File: config.mk
export PLATFORM = sky130hd
export DESIGN_NAME = stu_top
export DESIGN_NICKNAME = d
export VERILOG_FILES = /design/src/stu_pkg.sv /design/src/stu_eval.sv /design/src/stu_top.sv
export VERILOG_INCLUDE_DIRS = /design/src /design/src/src
export SDC_FILE = /design/constraint.sdc
export NUM_CORES = 1
export LEC_CHECK = 0
export ABC_AREA = 1
export BUFFER_PORTS_ARGS = -buffer_cell sky130_fd_sc_hd__buf_4
export CAP_MARGIN = 5
export CORE_MARGIN = 4
export CORE_UTILIZATION = 55
export DETAILED_ROUTE_END_ITERATION = 16
export HOLD_SLACK_MARGIN = 0.03
export PLACE_DENSITY_LB_ADDON = 0.15
export SETUP_SLACK_MARGIN = 0.4
export SYNTH_ARGS = -nofsm -noshare
export SYNTH_HDL_FRONTEND = slang
export SYNTH_SLANG_ARGS = --single-unit
File: constraint.sdc
create_clock -name clk -period 2.81 [get_ports clk]
set_clock_uncertainty 0.05 [all_clocks]
set_input_delay 0.562 -clock clk [delete_from_list [all_inputs] [get_ports clk]]
set_output_delay 0.562 -clock clk [all_outputs]
set_load 0.02 [all_outputs]
File: src/stu_defines.svh
/*
 * Constants for the subtract and trap unit: operation codes, register
 * offsets, field positions, reset values and vector limits.
 * Assumes it is included by bare name from the evaluator and top design files; the package does not include it.
 */
`ifndef STU_DEFINES_SVH
`define STU_DEFINES_SVH

// ==========================================================
// Operation codes from the instruction pipeline
`define STU_OP_SUB 3'h0
`define STU_OP_SUBU 3'h1
`define STU_OP_TB0 3'h2
`define STU_OP_TB1 3'h3
`define STU_OP_TBND 3'h4
`define STU_OP_TCND 3'h5

// ==========================================================
// Register byte offsets on APB
`define STU_ADDR_CTRL 12'h000
`define STU_ADDR_VBR 12'h004
`define STU_ADDR_PSR 12'h008
`define STU_ADDR_STATUS 12'h00C
`define STU_ADDR_MASK 12'h010

// ==========================================================
// Fields and reset values
`define STU_CTRL_EN_BIT 0
`define STU_CTRL_RESET 1'h1
`define STU_PSR_CARRY_BIT 0
`define STU_VBR_RESET 20'h00000
`define STU_VBR_PAGE_LSB 12
`define STU_EVT_W 4
`define STU_EVT_OVF 0
`define STU_EVT_TRAP 1
`define STU_EVT_PRIV 2
`define STU_EVT_BOUNDS 3
`define STU_EVT_NONE 4'h0

// ==========================================================
// Register numbers and vectors
`define STU_REG_ZERO 5'h00
`define STU_HW_VEC_LAST 9'h07F
`define STU_BOUNDS_VEC 9'h005
`define STU_IMM_PAD 16'h0000
`define STU_VEC_PAD 3'h0

`endif

File: src/stu_pkg.sv
/*
 * Types shared by the subtract and trap unit.
 * Assumes stu_defines.svh is on the include path.
 */
package stu_pkg;

	// ==========================================================
	// Sequencing states of the unit
	typedef enum logic [1:0] {
		ST_IDLE,
		ST_DRAIN,
		ST_EXEC
	} stu_state_t;

	typedef logic [31:0] stu_word_t;

endpackage : stu_pkg

File: src/stu_eval.sv
/*
 * Combinational evaluator: difference, carry, overflow, bit test,
 * sign/zero condition match and unsigned bounds compare.
 * Assumes operands already have register zero and immediates resolved.
 */
`include "stu_defines.svh"

module stu_eval
	import stu_pkg::*;
(
	// Operands
	input wire stu_word_t op_a,
	input wire stu_word_t op_b,
	// Carry control
	input wire logic carry_in_en,
	input wire logic carry_flag,
	// Trap fields
	input wire logic [4:0] bit_number,
	input wire logic [4:0] cond_match,
	// Results
	output stu_word_t diff,
	output logic carry_out,
	output logic overflow,
	output logic bit_value,
	output logic cond_hit,
	output logic above
);

	logic cin;
	logic [32:0] full_sum;
	logic [31:0] low_sum;
	logic sign_bit;
	logic zero_bit;

	// Carry flag replaces the constant one; a clear flag is a borrow
	assign cin = carry_in_en ? carry_flag : 1'b1;

	// Ones complement of the second operand over all 32 bits
	assign full_sum = {1'b0, op_a} + {1'b0, ~op_b} + {32'h0, cin};
	assign low_sum = {1'b0, op_a[30:0]} + {1'b0, ~op_b[30:0]} + {31'h0, cin};
	assign diff = full_sum[31:0];
	assign carry_out = full_sum[32];

	// Carry into the sign bit against carry out of it
	assign overflow = low_sum[31] ^ full_sum[32];

	// Selected bit of the first source
	assign bit_value = op_a[bit_number];

	// Sign and zero form a 2-bit index; the top field bit is never used
	assign sign_bit = op_a[31];
	assign zero_bit = ~|op_a[30:0];
	assign cond_hit = cond_match[{sign_bit, zero_bit}];

	// Unsigned out-of-bounds test
	assign above = op_a > op_b;

endmodule : stu_eval

File: src/stu_top.sv
/*
 * Subtract and trap unit of the integer pipeline: signed and unsigned
 * subtract with borrow in and out, bit-test, bounds and condition traps,
 * vector forming, user-mode privilege check and pipeline drain.
 * Assumes a pipeline on the same clock that holds an operation until
 * op_ready_q, an exception sequencer taking one-cycle pulses, and an APB
 * master for the control registers.
 */
// The register addresses and the APB interface to the registers were chosen for this implementation.
`include "stu_defines.svh"

// Summary of operation
// - Difference is first operand plus inverted second plus one or carry.
// - Carry-out enable writes subtraction carry to status carry flag, else kept.
// - Signed subtract raises overflow when sign-bit carry in and out differ.
// - Immediate form zero-extends the 16-bit field as second operand.
// - Register zero reads zero; results aimed at it are dropped.
// - Bit-clear trap fires when the selected source bit is zero.
// - Bit-set trap fires when the selected source bit is one.
// - Vector is base upper twenty bits, nine-bit number, three zeros.
// - Bit-test and condition traps wait until the pipeline is drained.
// - User-mode trap to vectors 0 to 127 is a privilege violation.
// - Bounds trap when first source exceeds second or immediate, unsigned.
// - Bounds trap runs at once, with no pipeline drain.
// - Condition trap indexes match field with sign and low-bits-zero flag.
// - Field bits: 25 unused, 24 S&Z, 23 S&~Z, 22 ~S&Z, 21 neither.
// - Clear carry means pending borrow, set carry means no borrow.
module stu_top
	import stu_pkg::*;
(
	// Clock and reset
	input wire logic clk,
	input wire logic reset_n,
	// Operation request from the pipeline
	input wire logic op_valid,
	input wire logic [2:0] op_code,
	input wire logic [4:0] src1_reg,
	input wire stu_word_t src1_val,
	input wire logic [4:0] src2_reg,
	input wire stu_word_t src2_val,
	input wire logic [4:0] dest_reg,
	input wire logic [15:0] immediate_operand_field,
	input wire logic use_imm,
	input wire logic carry_in_en,
	input wire logic carry_out_en,
	input wire logic [4:0] tested_bit_number,
	input wire logic [8:0] trap_vector_number,
	input wire logic [4:0] condition_match_field,
	input wire logic user_mode,
	input wire logic pipe_empty,
	output logic op_ready_q,
	output logic sync_stall_q,
	// Result write-back
	output stu_word_t result_q,
	output logic result_we_q,
	output logic [4:0] result_reg_q,
	output logic psr_carry_q,
	// Exception sequencer
	output logic overflow_exc_q,
	output logic priv_exc_q,
	output logic bounds_exc_q,
	output logic trap_req_q,
	output stu_word_t trap_vector_q,
	output logic suppress_q,
	// APB slave
	input wire logic psel,
	input wire logic penable,
	input wire logic pwrite,
	input wire logic [11:0] paddr,
	input wire stu_word_t pwdata,
	output stu_word_t prdata_q,
	output logic pready_q,
	output logic pslverr_q,
	// Interrupt
	output logic irq_q
);

	// ==========================================================
	// Declarations
	stu_state_t state_q;
	stu_state_t state_d;
	logic accept;
	logic needs_sync;
	logic [2:0] op_code_q;
	stu_word_t a_q;
	stu_word_t b_q;
	logic carry_in_en_q;
	logic carry_out_en_q;
	logic [4:0] dest_q;
	logic [4:0] bit_q;
	logic [8:0] vec_q;
	logic [4:0] match_q;
	logic user_q;
	stu_word_t op_a;
	stu_word_t op_b;
	stu_word_t diff;
	logic carry_out;
	logic overflow;
	logic bit_value;
	logic cond_hit;
	logic above;
	logic [`STU_EVT_W-1:0] evt_d;
	logic wr_d;
	logic carry_upd;
	stu_word_t vec_d;
	logic ctrl_en_q;
	logic [19:0] vbr_q;
	logic [`STU_EVT_W-1:0] status_q;
	logic [`STU_EVT_W-1:0] mask_q;
	logic apb_setup;
	logic apb_wr;
	logic rd_hit;
	stu_word_t rd_data;
	logic [`STU_EVT_W-1:0] status_clr;

	// ==========================================================
	// Operand resolution
	// Register zero is forced here so stale file contents never leak in
	assign op_a = (src1_reg == `STU_REG_ZERO) ? 32'h0 : src1_val;
	always_comb begin
		if (use_imm) begin
			op_b = {`STU_IMM_PAD, immediate_operand_field};
		end else if (src2_reg == `STU_REG_ZERO) begin
			op_b = 32'h0;
		end else begin
			op_b = src2_val;
		end
	end

	// ==========================================================
	// Sequencing
	// Operations are only taken while idle, and only if the unit was enabled one cycle earlier
	assign accept = op_valid & op_ready_q;
	// The bounds trap is left out on purpose: it never drains
	assign needs_sync = (op_code == `STU_OP_TB0) ||
		(op_code == `STU_OP_TB1) || (op_code == `STU_OP_TCND);

	// Next state
	always_comb begin
		state_d = state_q;
		unique case (state_q)
			ST_IDLE: begin
				if (accept) begin
					state_d = needs_sync ? ST_DRAIN : ST_EXEC;
				end
			end
			ST_DRAIN: begin
				// Hold until scoreboard and data pipeline report empty
				if (pipe_empty) begin
					state_d = ST_EXEC;
				end
			end
			ST_EXEC: begin
				state_d = ST_IDLE;
			end
		endcase
	end

	// State register and handshake
	always_ff @(posedge clk or negedge reset_n) begin
		if (!reset_n) begin
			state_q <= ST_IDLE;
			op_ready_q <= 1'b0;
			sync_stall_q <= 1'b0;
		end else begin
			state_q <= state_d;
			op_ready_q <= (state_d == ST_IDLE) & ctrl_en_q;
			sync_stall_q <= (state_d == ST_DRAIN);
		end
	end

	// Operation capture at acceptance
	always_ff @(posedge clk or negedge reset_n) begin
		if (!reset_n) begin
			op_code_q <= `STU_OP_SUB;
			a_q <= 32'h0;
			b_q <= 32'h0;
			carry_in_en_q <= 1'b0;
			carry_out_en_q <= 1'b0;
			dest_q <= `STU_REG_ZERO;
			bit_q <= 5'h00;
			vec_q <= 9'h000;
			match_q <= 5'h00;
			user_q <= 1'b0;
		end else if (accept) begin
			op_code_q <= op_code;
			a_q <= op_a;
			b_q <= op_b;
			carry_in_en_q <= carry_in_en;
			carry_out_en_q <= carry_out_en;
			dest_q <= dest_reg;
			bit_q <= tested_bit_number;
			vec_q <= trap_vector_number;
			match_q <= condition_match_field;
			user_q <= user_mode;
		end
	end

	// ==========================================================
	// Evaluation
	stu_eval u_eval (
		.op_a(a_q),
		.op_b(b_q),
		.carry_in_en(carry_in_en_q),
		.carry_flag(psr_carry_q),
		.bit_number(bit_q),
		.cond_match(match_q),
		.diff(diff),
		.carry_out(carry_out),
		.overflow(overflow),
		.bit_value(bit_value),
		.cond_hit(cond_hit),
		.above(above)
	);

	// Outcome of the executing operation
	// An overflowing signed subtract is precise: no write, carry kept
	always_comb begin
		evt_d = `STU_EVT_NONE;
		wr_d = 1'b0;
		carry_upd = 1'b0;
		vec_d = trap_vector_q;
		if (state_q == ST_EXEC) begin
			unique case (op_code_q)
				`STU_OP_SUB, `STU_OP_SUBU: begin
					if (op_code_q == `STU_OP_SUB && overflow) begin
						evt_d[`STU_EVT_OVF] = 1'b1;
					end else begin
						wr_d = (dest_q != `STU_REG_ZERO);
						carry_upd = carry_out_en_q;
					end
				end
				`STU_OP_TB0, `STU_OP_TB1, `STU_OP_TCND: begin
					if (user_q && vec_q <= `STU_HW_VEC_LAST) begin
						evt_d[`STU_EVT_PRIV] = 1'b1;
					end else if ((op_code_q == `STU_OP_TB0 && !bit_value) ||
						(op_code_q == `STU_OP_TB1 && bit_value) ||
						(op_code_q == `STU_OP_TCND && cond_hit)) begin
						evt_d[`STU_EVT_TRAP] = 1'b1;
						vec_d = {vbr_q, vec_q, `STU_VEC_PAD};
					end
				end
				`STU_OP_TBND: begin
					if (above) begin
						evt_d[`STU_EVT_BOUNDS] = 1'b1;
						vec_d = {vbr_q, `STU_BOUNDS_VEC, `STU_VEC_PAD};
					end
				end
				default: begin
					// Undefined codes retire with no effect
				end
			endcase
		end
	end

	// Write-back and exception pulses
	always_ff @(posedge clk or negedge reset_n) begin
		if (!reset_n) begin
			result_q <= 32'h0;
			result_we_q <= 1'b0;
			result_reg_q <= `STU_REG_ZERO;
			overflow_exc_q <= 1'b0;
			priv_exc_q <= 1'b0;
			bounds_exc_q <= 1'b0;
			trap_req_q <= 1'b0;
			suppress_q <= 1'b0;
			trap_vector_q <= 32'h0;
		end else begin
			result_we_q <= wr_d;
			result_reg_q <= dest_q;
			if (wr_d) begin
				result_q <= diff;
			end
			overflow_exc_q <= evt_d[`STU_EVT_OVF];
			priv_exc_q <= evt_d[`STU_EVT_PRIV];
			bounds_exc_q <= evt_d[`STU_EVT_BOUNDS];
			trap_req_q <= evt_d[`STU_EVT_TRAP];
			// Any exception squashes the instructions behind it
			suppress_q <= |evt_d;
			trap_vector_q <= vec_d;
		end
	end

	// ==========================================================
	// Status carry flag
	// Hardware update wins over a software write in the same cycle
	always_ff @(posedge clk or negedge reset_n) begin
		if (!reset_n) begin
			psr_carry_q <= 1'b0;
		end else if (carry_upd) begin
			psr_carry_q <= carry_out;
		end else if (apb_wr && paddr == `STU_ADDR_PSR) begin
			psr_carry_q <= pwdata[`STU_PSR_CARRY_BIT];
		end
	end

	// ==========================================================
	// APB slave
	// Zero wait states: pready rises for the first access cycle
	assign apb_setup = psel & ~penable;
	assign apb_wr = psel & penable & pready_q & pwrite;

	// Read decode; unmapped or misaligned offsets answer with an error
	always_comb begin
		rd_hit = 1'b1;
		rd_data = 32'h0;
		case (paddr)
			`STU_ADDR_CTRL: rd_data[`STU_CTRL_EN_BIT] = ctrl_en_q;
			`STU_ADDR_VBR: rd_data = {vbr_q, 12'h000};
			`STU_ADDR_PSR: rd_data[`STU_PSR_CARRY_BIT] = psr_carry_q;
			`STU_ADDR_STATUS: rd_data[`STU_EVT_W-1:0] = status_q;
			`STU_ADDR_MASK: rd_data[`STU_EVT_W-1:0] = mask_q;
			default: rd_hit = 1'b0;
		endcase
	end

	// Bus answer registers
	always_ff @(posedge clk or negedge reset_n) begin
		if (!reset_n) begin
			pready_q <= 1'b0;
			pslverr_q <= 1'b0;
			prdata_q <= 32'h0;
		end else begin
			pready_q <= apb_setup;
			if (apb_setup) begin
				pslverr_q <= ~rd_hit;
				prdata_q <= pwrite ? 32'h0 : rd_data;
			end
		end
	end

	// Control and vector base registers
	always_ff @(posedge clk or negedge reset_n) begin
		if (!reset_n) begin
			ctrl_en_q <= `STU_CTRL_RESET;
			vbr_q <= `STU_VBR_RESET;
			mask_q <= `STU_EVT_NONE;
		end else if (apb_wr) begin
			if (paddr == `STU_ADDR_CTRL) begin
				ctrl_en_q <= pwdata[`STU_CTRL_EN_BIT];
			end
			if (paddr == `STU_ADDR_VBR) begin
				vbr_q <= pwdata[31:`STU_VBR_PAGE_LSB];
			end
			if (paddr == `STU_ADDR_MASK) begin
				mask_q <= pwdata[`STU_EVT_W-1:0];
			end
		end
	end

	// ==========================================================
	// Interrupt status
	// Write one to clear; a new event in the same cycle stays set
	assign status_clr = (apb_wr && paddr == `STU_ADDR_STATUS) ?
		pwdata[`STU_EVT_W-1:0] : `STU_EVT_NONE;

	always_ff @(posedge clk or negedge reset_n) begin
		if (!reset_n) begin
			status_q <= `STU_EVT_NONE;
			irq_q <= 1'b0;
		end else begin
			status_q <= (status_q & ~status_clr) | evt_d;
			irq_q <= |(((status_q & ~status_clr) | evt_d) & mask_q);
		end
	end

endmodule : stu_top

# Word-level counts from Yosys, hierarchy flattened
# Index checks and enable logic that the tools add are counted.
# W data, S select, Z words.
word_totals:
  register_bits: 237
  output_inout_bits: 113
  inputBits: 172
  word_cells: 143
classes:
  order_cmp: 4
  mux: 39
  add_sub_neg: 4
  eq_ne: 18
  bitwise_logic: 15
  n_reduce_logical: 32
ops:
  columns: ["operator", "n"]
  rows:
  - ["$mux W32", 7]
  - ["$pmux W32 S2", 1]
  - ["$add A32 B32 Y33", 1]
  - ["$add A33 B1 Y33", 1]
  - ["$add A31 B31 Y32", 1]
  - ["$add A32 B1 Y32", 1]
  - ["$gt A32 B32 Y1", 1]
  - ["$not A32 Y32", 1]
  - ["$not A31 Y31", 1]
  - ["$reduce_or A31 Y1", 1]
  - ["$mux W28", 1]
  - ["$eq A12 B4 Y1 const B", 2]
  - ["$mux W1", 19]
  - ["$eq A12 B3 Y1 const B", 1]
  - ["$eq A12 B5 Y1 const B", 1]
  - ["$eq A3 B2 Y1 const B", 4]
  - ["$logic_not A12 Y1", 1]
  - ["$logic_not A5 Y1", 2]
  - ["$eq A3 B3 Y1 const B", 3]
  - ["$le A9 B7 Y1 const B", 1]
  - ["$and A4 B4 Y4", 2]
  - ["$mux W2", 4]
  - ["$mux W4", 2]
  - ["$reduce_or A4 Y1", 2]
  - ["28 further kinds", 51]

# Logic depth before layout (Yosys ltp)
logic_depth:
  word_depth: 13
  mapped_depth: 20
  depth_no_buf: 20

# Cells and area by module
# Synthesis repeated with hierarchy kept, for this count alone.
hier_totals:
  cells_unflattened: 1683
  hier_area_um2: 12301.8
modules_own_cells:
  columns: ["module", "seq_area_each_um2", "area_each_um2", "cells_each", "n_inst"]
  rows:
  - ["stu_top", 5681.7, 9208.8, 1032, 1]
  - ["stu_eval", 0.0, 3093.0, 651, 1]

# Worst setup path after synthesis
# Ideal clock, no wire load.
synth_timing:
  path_type: "reg-to-reg"
  start: "reg psr_carry_q"
  end: "reg result_q[13]"
  stages_incl_launch_ff: 19
  period_less_slack_ps: 2659
  slack_ps: 151
  n_path_buf: 1
  arrival_time_ps: 2487
  required_ps: 2638
  setup_time_ps: 122
  cell_sequence: "dfrtp_1 > nor2_1 > fa_1 > fa_1 > inv_1 > nand2_1 > nand2_1 > nand2_1 > nand2_2 > nand2_2 > nand2_4 > nand2_4 > nand2_4 > nand2_2 > nand3_4 > nand2_8 > buf_12 > nand2_4 > o21ai_2"
synth_via:
  elab_chain_cells: 7
  word_cells_on_any_way: 8
  classes_between: "add/sub: 2; mux: 4; bitwise: 1; reduce/logical: 1"
synth_lines:
  columns: ["item", "line_no", "text"]
  rows:
  - ["from (decl)", "stu_top.sv:57", "output logic psr_carry_q,"]
  - ["from (signal assigned)", "stu_top.sv:291", "psr_carry_q <= carry_out;"]
  - ["from (signal assigned)", "stu_top.sv:293", "psr_carry_q <= pwdata[`STU_PSR_CARRY_BIT];"]
  - ["$mux W1 (*)", "stu_eval.sv:36", "assign cin = carry_in_en ? carry_flag : 1'b1;"]
  - ["$add A33 B1 Y33 or $add A32 B1 Y32 (tied branches)", "stu_eval.sv:39, stu_eval.sv:40", null]
  - ["$xor A1 B1 Y1", "stu_eval.sv:45", "assign overflow = low_sum[31] ^ full_sum[32];"]
  - ["$logic_and A1 B1 Y1", "stu_top.sv:226", "if (op_code_q == `STU_OP_SUB && overflow) begin"]
  - ["$mux W1", "stu_top.sv:226", null]
  - ["$mux W1", "stu_top.sv:224", "unique case (op_code_q)"]
  - ["$mux W1", "stu_top.sv:223", "if (state_q == ST_EXEC) begin"]
  - ["to (signal assigned)", "stu_top.sv:272", "result_q <= diff;"]
  - ["to (decl)", "stu_top.sv:54", "output stu_word_t result_q,"]
# Mark *: on every way between the ends. The rest lies on a longest branch, timed or not.
# A chain may end at the register's enable or synchronous reset.

# Worst setup path after layout
layout_timing:
  start: "reg carry_in_en_q"
  end: "reg result_q[6]"
layout_via:
  elab_chain_cells: 7
  word_cells_on_any_way: 8
  classes_between: "add/sub: 2; mux: 4; bitwise: 1; reduce/logical: 1"
layout_lines:
  columns: ["item", "line_no", "text"]
  rows:
  - ["from (decl)", "stu_top.sv:87", "logic carry_in_en_q;"]
  - ["from (signal assigned)", "stu_top.sv:189", "carry_in_en_q <= carry_in_en;"]
  - ["$mux W1 (*)", "stu_eval.sv:36", null]
  - ["$add A33 B1 Y33 or $add A32 B1 Y32 (tied branches)", "stu_eval.sv:39, stu_eval.sv:40", null]
  - ["$xor A1 B1 Y1", "stu_eval.sv:45", null]
  - ["$logic_and A1 B1 Y1", "stu_top.sv:226", null]
  - ["$mux W1", "stu_top.sv:226", null]
  - ["$mux W1", "stu_top.sv:224", null]
  - ["$mux W1", "stu_top.sv:223", null]
# Marks and branches as above.

==> summary.md <==
| Metric | Value |
|---|---|
| Latest clock arrival within the worst-skew pair | `0.54 ns` |
| R2r setup slk | `0.13 ns` |
| Worst min-delay path class | `primary input to register` |
| GRT Overall Usage | `27.83%` |
| IO Pins | `285` |
| Filler Cell Count | `1,577` |
| EDFF count, synth | `0` |
| Yosys reg bits | `226` |
| Required time worst endpoint | `3.17 ns` |
| Multi-input logic area | `5886 sq um` |
| Routed WL | `34,760 um` |
| Vias per cell | `5.435` |
| Share of layout cells above drive strength 1 | `30.55%` |
| Crit path from | `carry_in_en_q` |
| Main flop type after synthesis | `dfrtp_1` |
| Leak | `8.327 nW` |
| DRC viols | `0` |
| Post-DP HPWL | `25,390 um` |
| Die height | `156.1 um` |
| Commonest non-fill, non-tap cell in the layout | `nand2_1` |
| CP bufs+invs | `4` |
| Top Metal Used | `met4` |
| Initial DRC Count | `908` |
| Slowest stage delay, CP | `0.37 ns` |
| Top cell type by total area after synthesis | `dfrtp_1` |
| Ys Warns | `0` |
| Ys async rst share | `100.0%` |
| Cells after Synth | `1,446` |
| Slew @ Worst Pin | `0.9695 ns` |
| CP startpoint kind | `register` |
| Delay-heaviest family, CP | `simple AND/OR/NAND/NOR gates` |
| Placer Congestion | `0.9530` |
| Rows | `53` |
| CP dominant cell by count | `nand2_4` |
| Die Span X | `156.1 um` |
| Max-slew violation count | `0` |
| Initial DRT Pass Iterations | `6` |
| Final min period | `2.683 ns` |
| Clk buf depth | `3` |
| Final setup violation count | `0` |
| Synthesized area per cell | `8.337 sq um` |
| CTS H-tree depth | `1` |
| Met3 WL post-DR | `3058 um` |
| Hold path cells | `3` |
| Global route total overflow | `0` |
| Worst hold margin | `0.1639 ns` |
| Core ar. | `21,290 sq um` |
| CP max stage cell | `dfrtp_1` |
| TritonCTS Buffers | `25` |
| Setup CP Type | `register to register` |
| Most frequent cells in the layout | `381 x nand2_1, 303 x buf_4, 214 x dfrtp_1` |
| Vias in the first global route | `10.73k` |
| CTS Root Cell | `clkbuf_16` |
| Critical Path Sink | `result_q[6]` |
| Metal2 WL | `15,780 um` |
| Achievable Freq | `372.7 MHz` |
| RSZ-0062 raised after global routing | `yes` |
| Met1 Wirelength | `15,060 um` |
| Worst Setup Slack post-DPL | `0.06411 ns` |
| Synthesized cell area | `12,060 sq um` |
| CTS tree | `built` |
| Max-cap violations | `0` |
| Nets | `1,951` |
| Cell Chain, Critical Path | `inv_2 -> nor2_4 -> fa_2 -> fa_2 -> inv_1 -> nand2_1 -> nand2_2 -> nand2_2 -> nand2_2 -> nand2_2 -> nand2_4 -> nand2_4 -> nand2_4 -> nand2_4 -> nand3_4 -> nand2_8 -> buf_12 -> buf_16 -> nand2_4 -> o21ai_2` |
| Wirelength per Cell | `17.07 um` |
| Largest net degree at the start of global routing | `93` |
| Max_slew headroom | `35.21%` |
| Sequential standard cell area | `5670 sq um` |
| Initial antenna violation count | `0` |
| Die ar. | `24,350 sq um` |
| Clock transition at path regs | `0.06 ns` |
| Initial Utilization | `56.63%` |
| Seq/Total Area, Yosys | `46.92%` |
| Final worst-path cycle share | `95.49%` |
| Critical Path AT | `3.05 ns` |
| Area Overhead vs Synth | `32.88%` |
| RR Endpoint | `result_q[6]` |
| CP endpoint kind | `register` |
| Share of the synthesized area in the top cell type | `46.70%` |
| First-pass GRT wire length | `54,990 um` |
| Hold Violations, Final | `0` |
| Largest cells by area after synthesis | `dfrtp_1 47%, nand2_1 12%, nand3_1 5.8%, inv_1 4.4%, o21ai_0 3.7%` |
| Worst R2R Start | `carry_in_en_q` |
| R2R cell count | `20` |
| Post-route ant nets | `0` |
| Min setup slack post-route | `0.1268 ns` |
| Max rail drop VDD | `0.0005159 V` |
| Stages on the worst setup path | `20` |
| DR vias | `11.07k` |
| Yosys cell types | `54` |
| Sink Count | `226` |
| Setup TNS | `0 ns` |
| Status | `finished, final reports clean` |
| Antenna diodes | `0` |
| Final Total Pwr | `7.204 mW` |
| Pwr Density | `449.7 nW/um^2` |
| IO Port Bufs | `264` |
| CP Max Fanout | `8` |
synthesized netlist by cell type (2+ instances only):
| master | number |
|---|---|
| a21o_1 | 2 |
| nand2_2 | 12 |
| clkinv_1 | 2 |
| o21ai_1 | 5 |
| dfrtp_1 | 225 |
| nor2_1 | 74 |
| xor2_1 | 11 |
| a211oi_1 | 2 |
| buf_6 | 2 |
| nand2_1 | 395 |
| a31oi_1 | 5 |
| fa_1 | 2 |
| nand3b_1 | 2 |
| o21a_1 | 2 |
| nand4_1 | 29 |
| nand2_4 | 25 |
| a22oi_1 | 15 |
| a22o_1 | 5 |
| clkbuf_1 | 36 |
| mux2_2 | 20 |
| buf_12 | 2 |
| inv_2 | 7 |
| nand3_1 | 140 |
| buf_4 | 16 |
| o21ai_2 | 28 |
| nor3_1 | 13 |
| buf_2 | 4 |
| xnor2_1 | 15 |
| a21oi_1 | 49 |
| buf_8 | 3 |
| buf_1 | 5 |
| inv_1 | 141 |
| ha_1 | 34 |
| o21ai_0 | 89 |
| o21bai_1 | 9 |
| nor2_4 | 2 |
area by class of cell:
class                   instances  share of cell area, %
well taps                     275                  2.148
inverters                     151                  3.624
clock buffers                  35                  4.577
clock inverters                10                 0.9060
multi-input cells            1012                  36.74
flip-flops and latches        226                  35.40
repair buffers                327                  16.61
how the worst min path moves through the flow:
stage                     startpoint         endpoint  slack (ns)
2_1_floorplan                reset_n           a_q[0]        0.22
3_3_place_gp               dest_q[1]  result_reg_q[1]        0.34
3_5_place_dp               dest_q[1]  result_reg_q[1]        0.34
4_1_cts        trap_vector_number[6]         vec_q[6]        0.15
5_1_grt        trap_vector_number[3]         vec_q[3]        0.16
6_report       trap_vector_number[6]         vec_q[6]        0.16
kinds of logic (layout without fill, tap and decap cells):
family                   after synthesis  count (layout)  share of synthesized area, %
AO/OA/AOI/OAI                        218             218                         10.98
XOR/XNOR                              26              26                         1.889
adder cells (fa/ha/maj)               36              36                         3.861
buffers and inverters                219             523                         8.054
flip-flops                           226             226                         46.92
multiplexers                          20              20                         1.868
other                                  1              11                       0.03111
AND/OR/NAND/NOR                      700             701                         26.39
through the flow:
stage | cells | instance area (sq um) | utilization (%)
after detailed placement | 1964 | 14430 | 67.78
after CTS | 2032 | 15650 | 73.51
after global placement | 1964 | 14430 | 67.78
final | 2036 | 16020 | 75.25
after global routing | 2036 | 16020 | 75.25
after floorplan | 1456 | 12130 | -
repair_timing:
item                       4_1_cts  5_1_grt
pin swaps                       11       11
hold endpoints to repair        56        0
gates resized for setup         33       60
setup endpoints to repair       67       68
buffers inserted                20        4
hold buffers                     1        0
cloned                           2        0
registers in the layout (all words and copies together) (netlist names), 2 cells and up:
| name | cells |
|---|---|
| state_q | 2 |
| result_reg_q | 5 |
| a_q | 32 |
| bit_q | 5 |
| status_q | 4 |
| vec_q | 9 |
| match_q | 4 |
| vbr_q | 20 |
| trap_vector_q | 29 |
| prdata_q | 24 |
| dest_q | 5 |
| mask_q | 4 |
| b_q | 32 |
| op_code_q | 3 |
| result_q | 32 |
tightest hold or removal path: cells and delay by family:
| kind | cells | cell delay [ns] |
|---|---|---|
| AND/OR/NAND/NOR | 2 | 0.08 |
| buffers and inverters | 1 | 0.07 |
per-layer routing:
metal  GRT usage [%]  vias up
met5               0        -
met4           6.836        0
met3           5.992       66
met2           42.62      447
met1           40.78     5251
li1                -     5301
power breakdown:
group	internal (mW)	switching [mW]	leakage (nW)	total, mW
Clock	2.10	1.35	0.430	3.45
Combinational	0.218	0.250	5.12	0.468
Sequential	3.27	0.0160	2.78	3.29
Note: power is estimated with default switching activity, not from simulation.
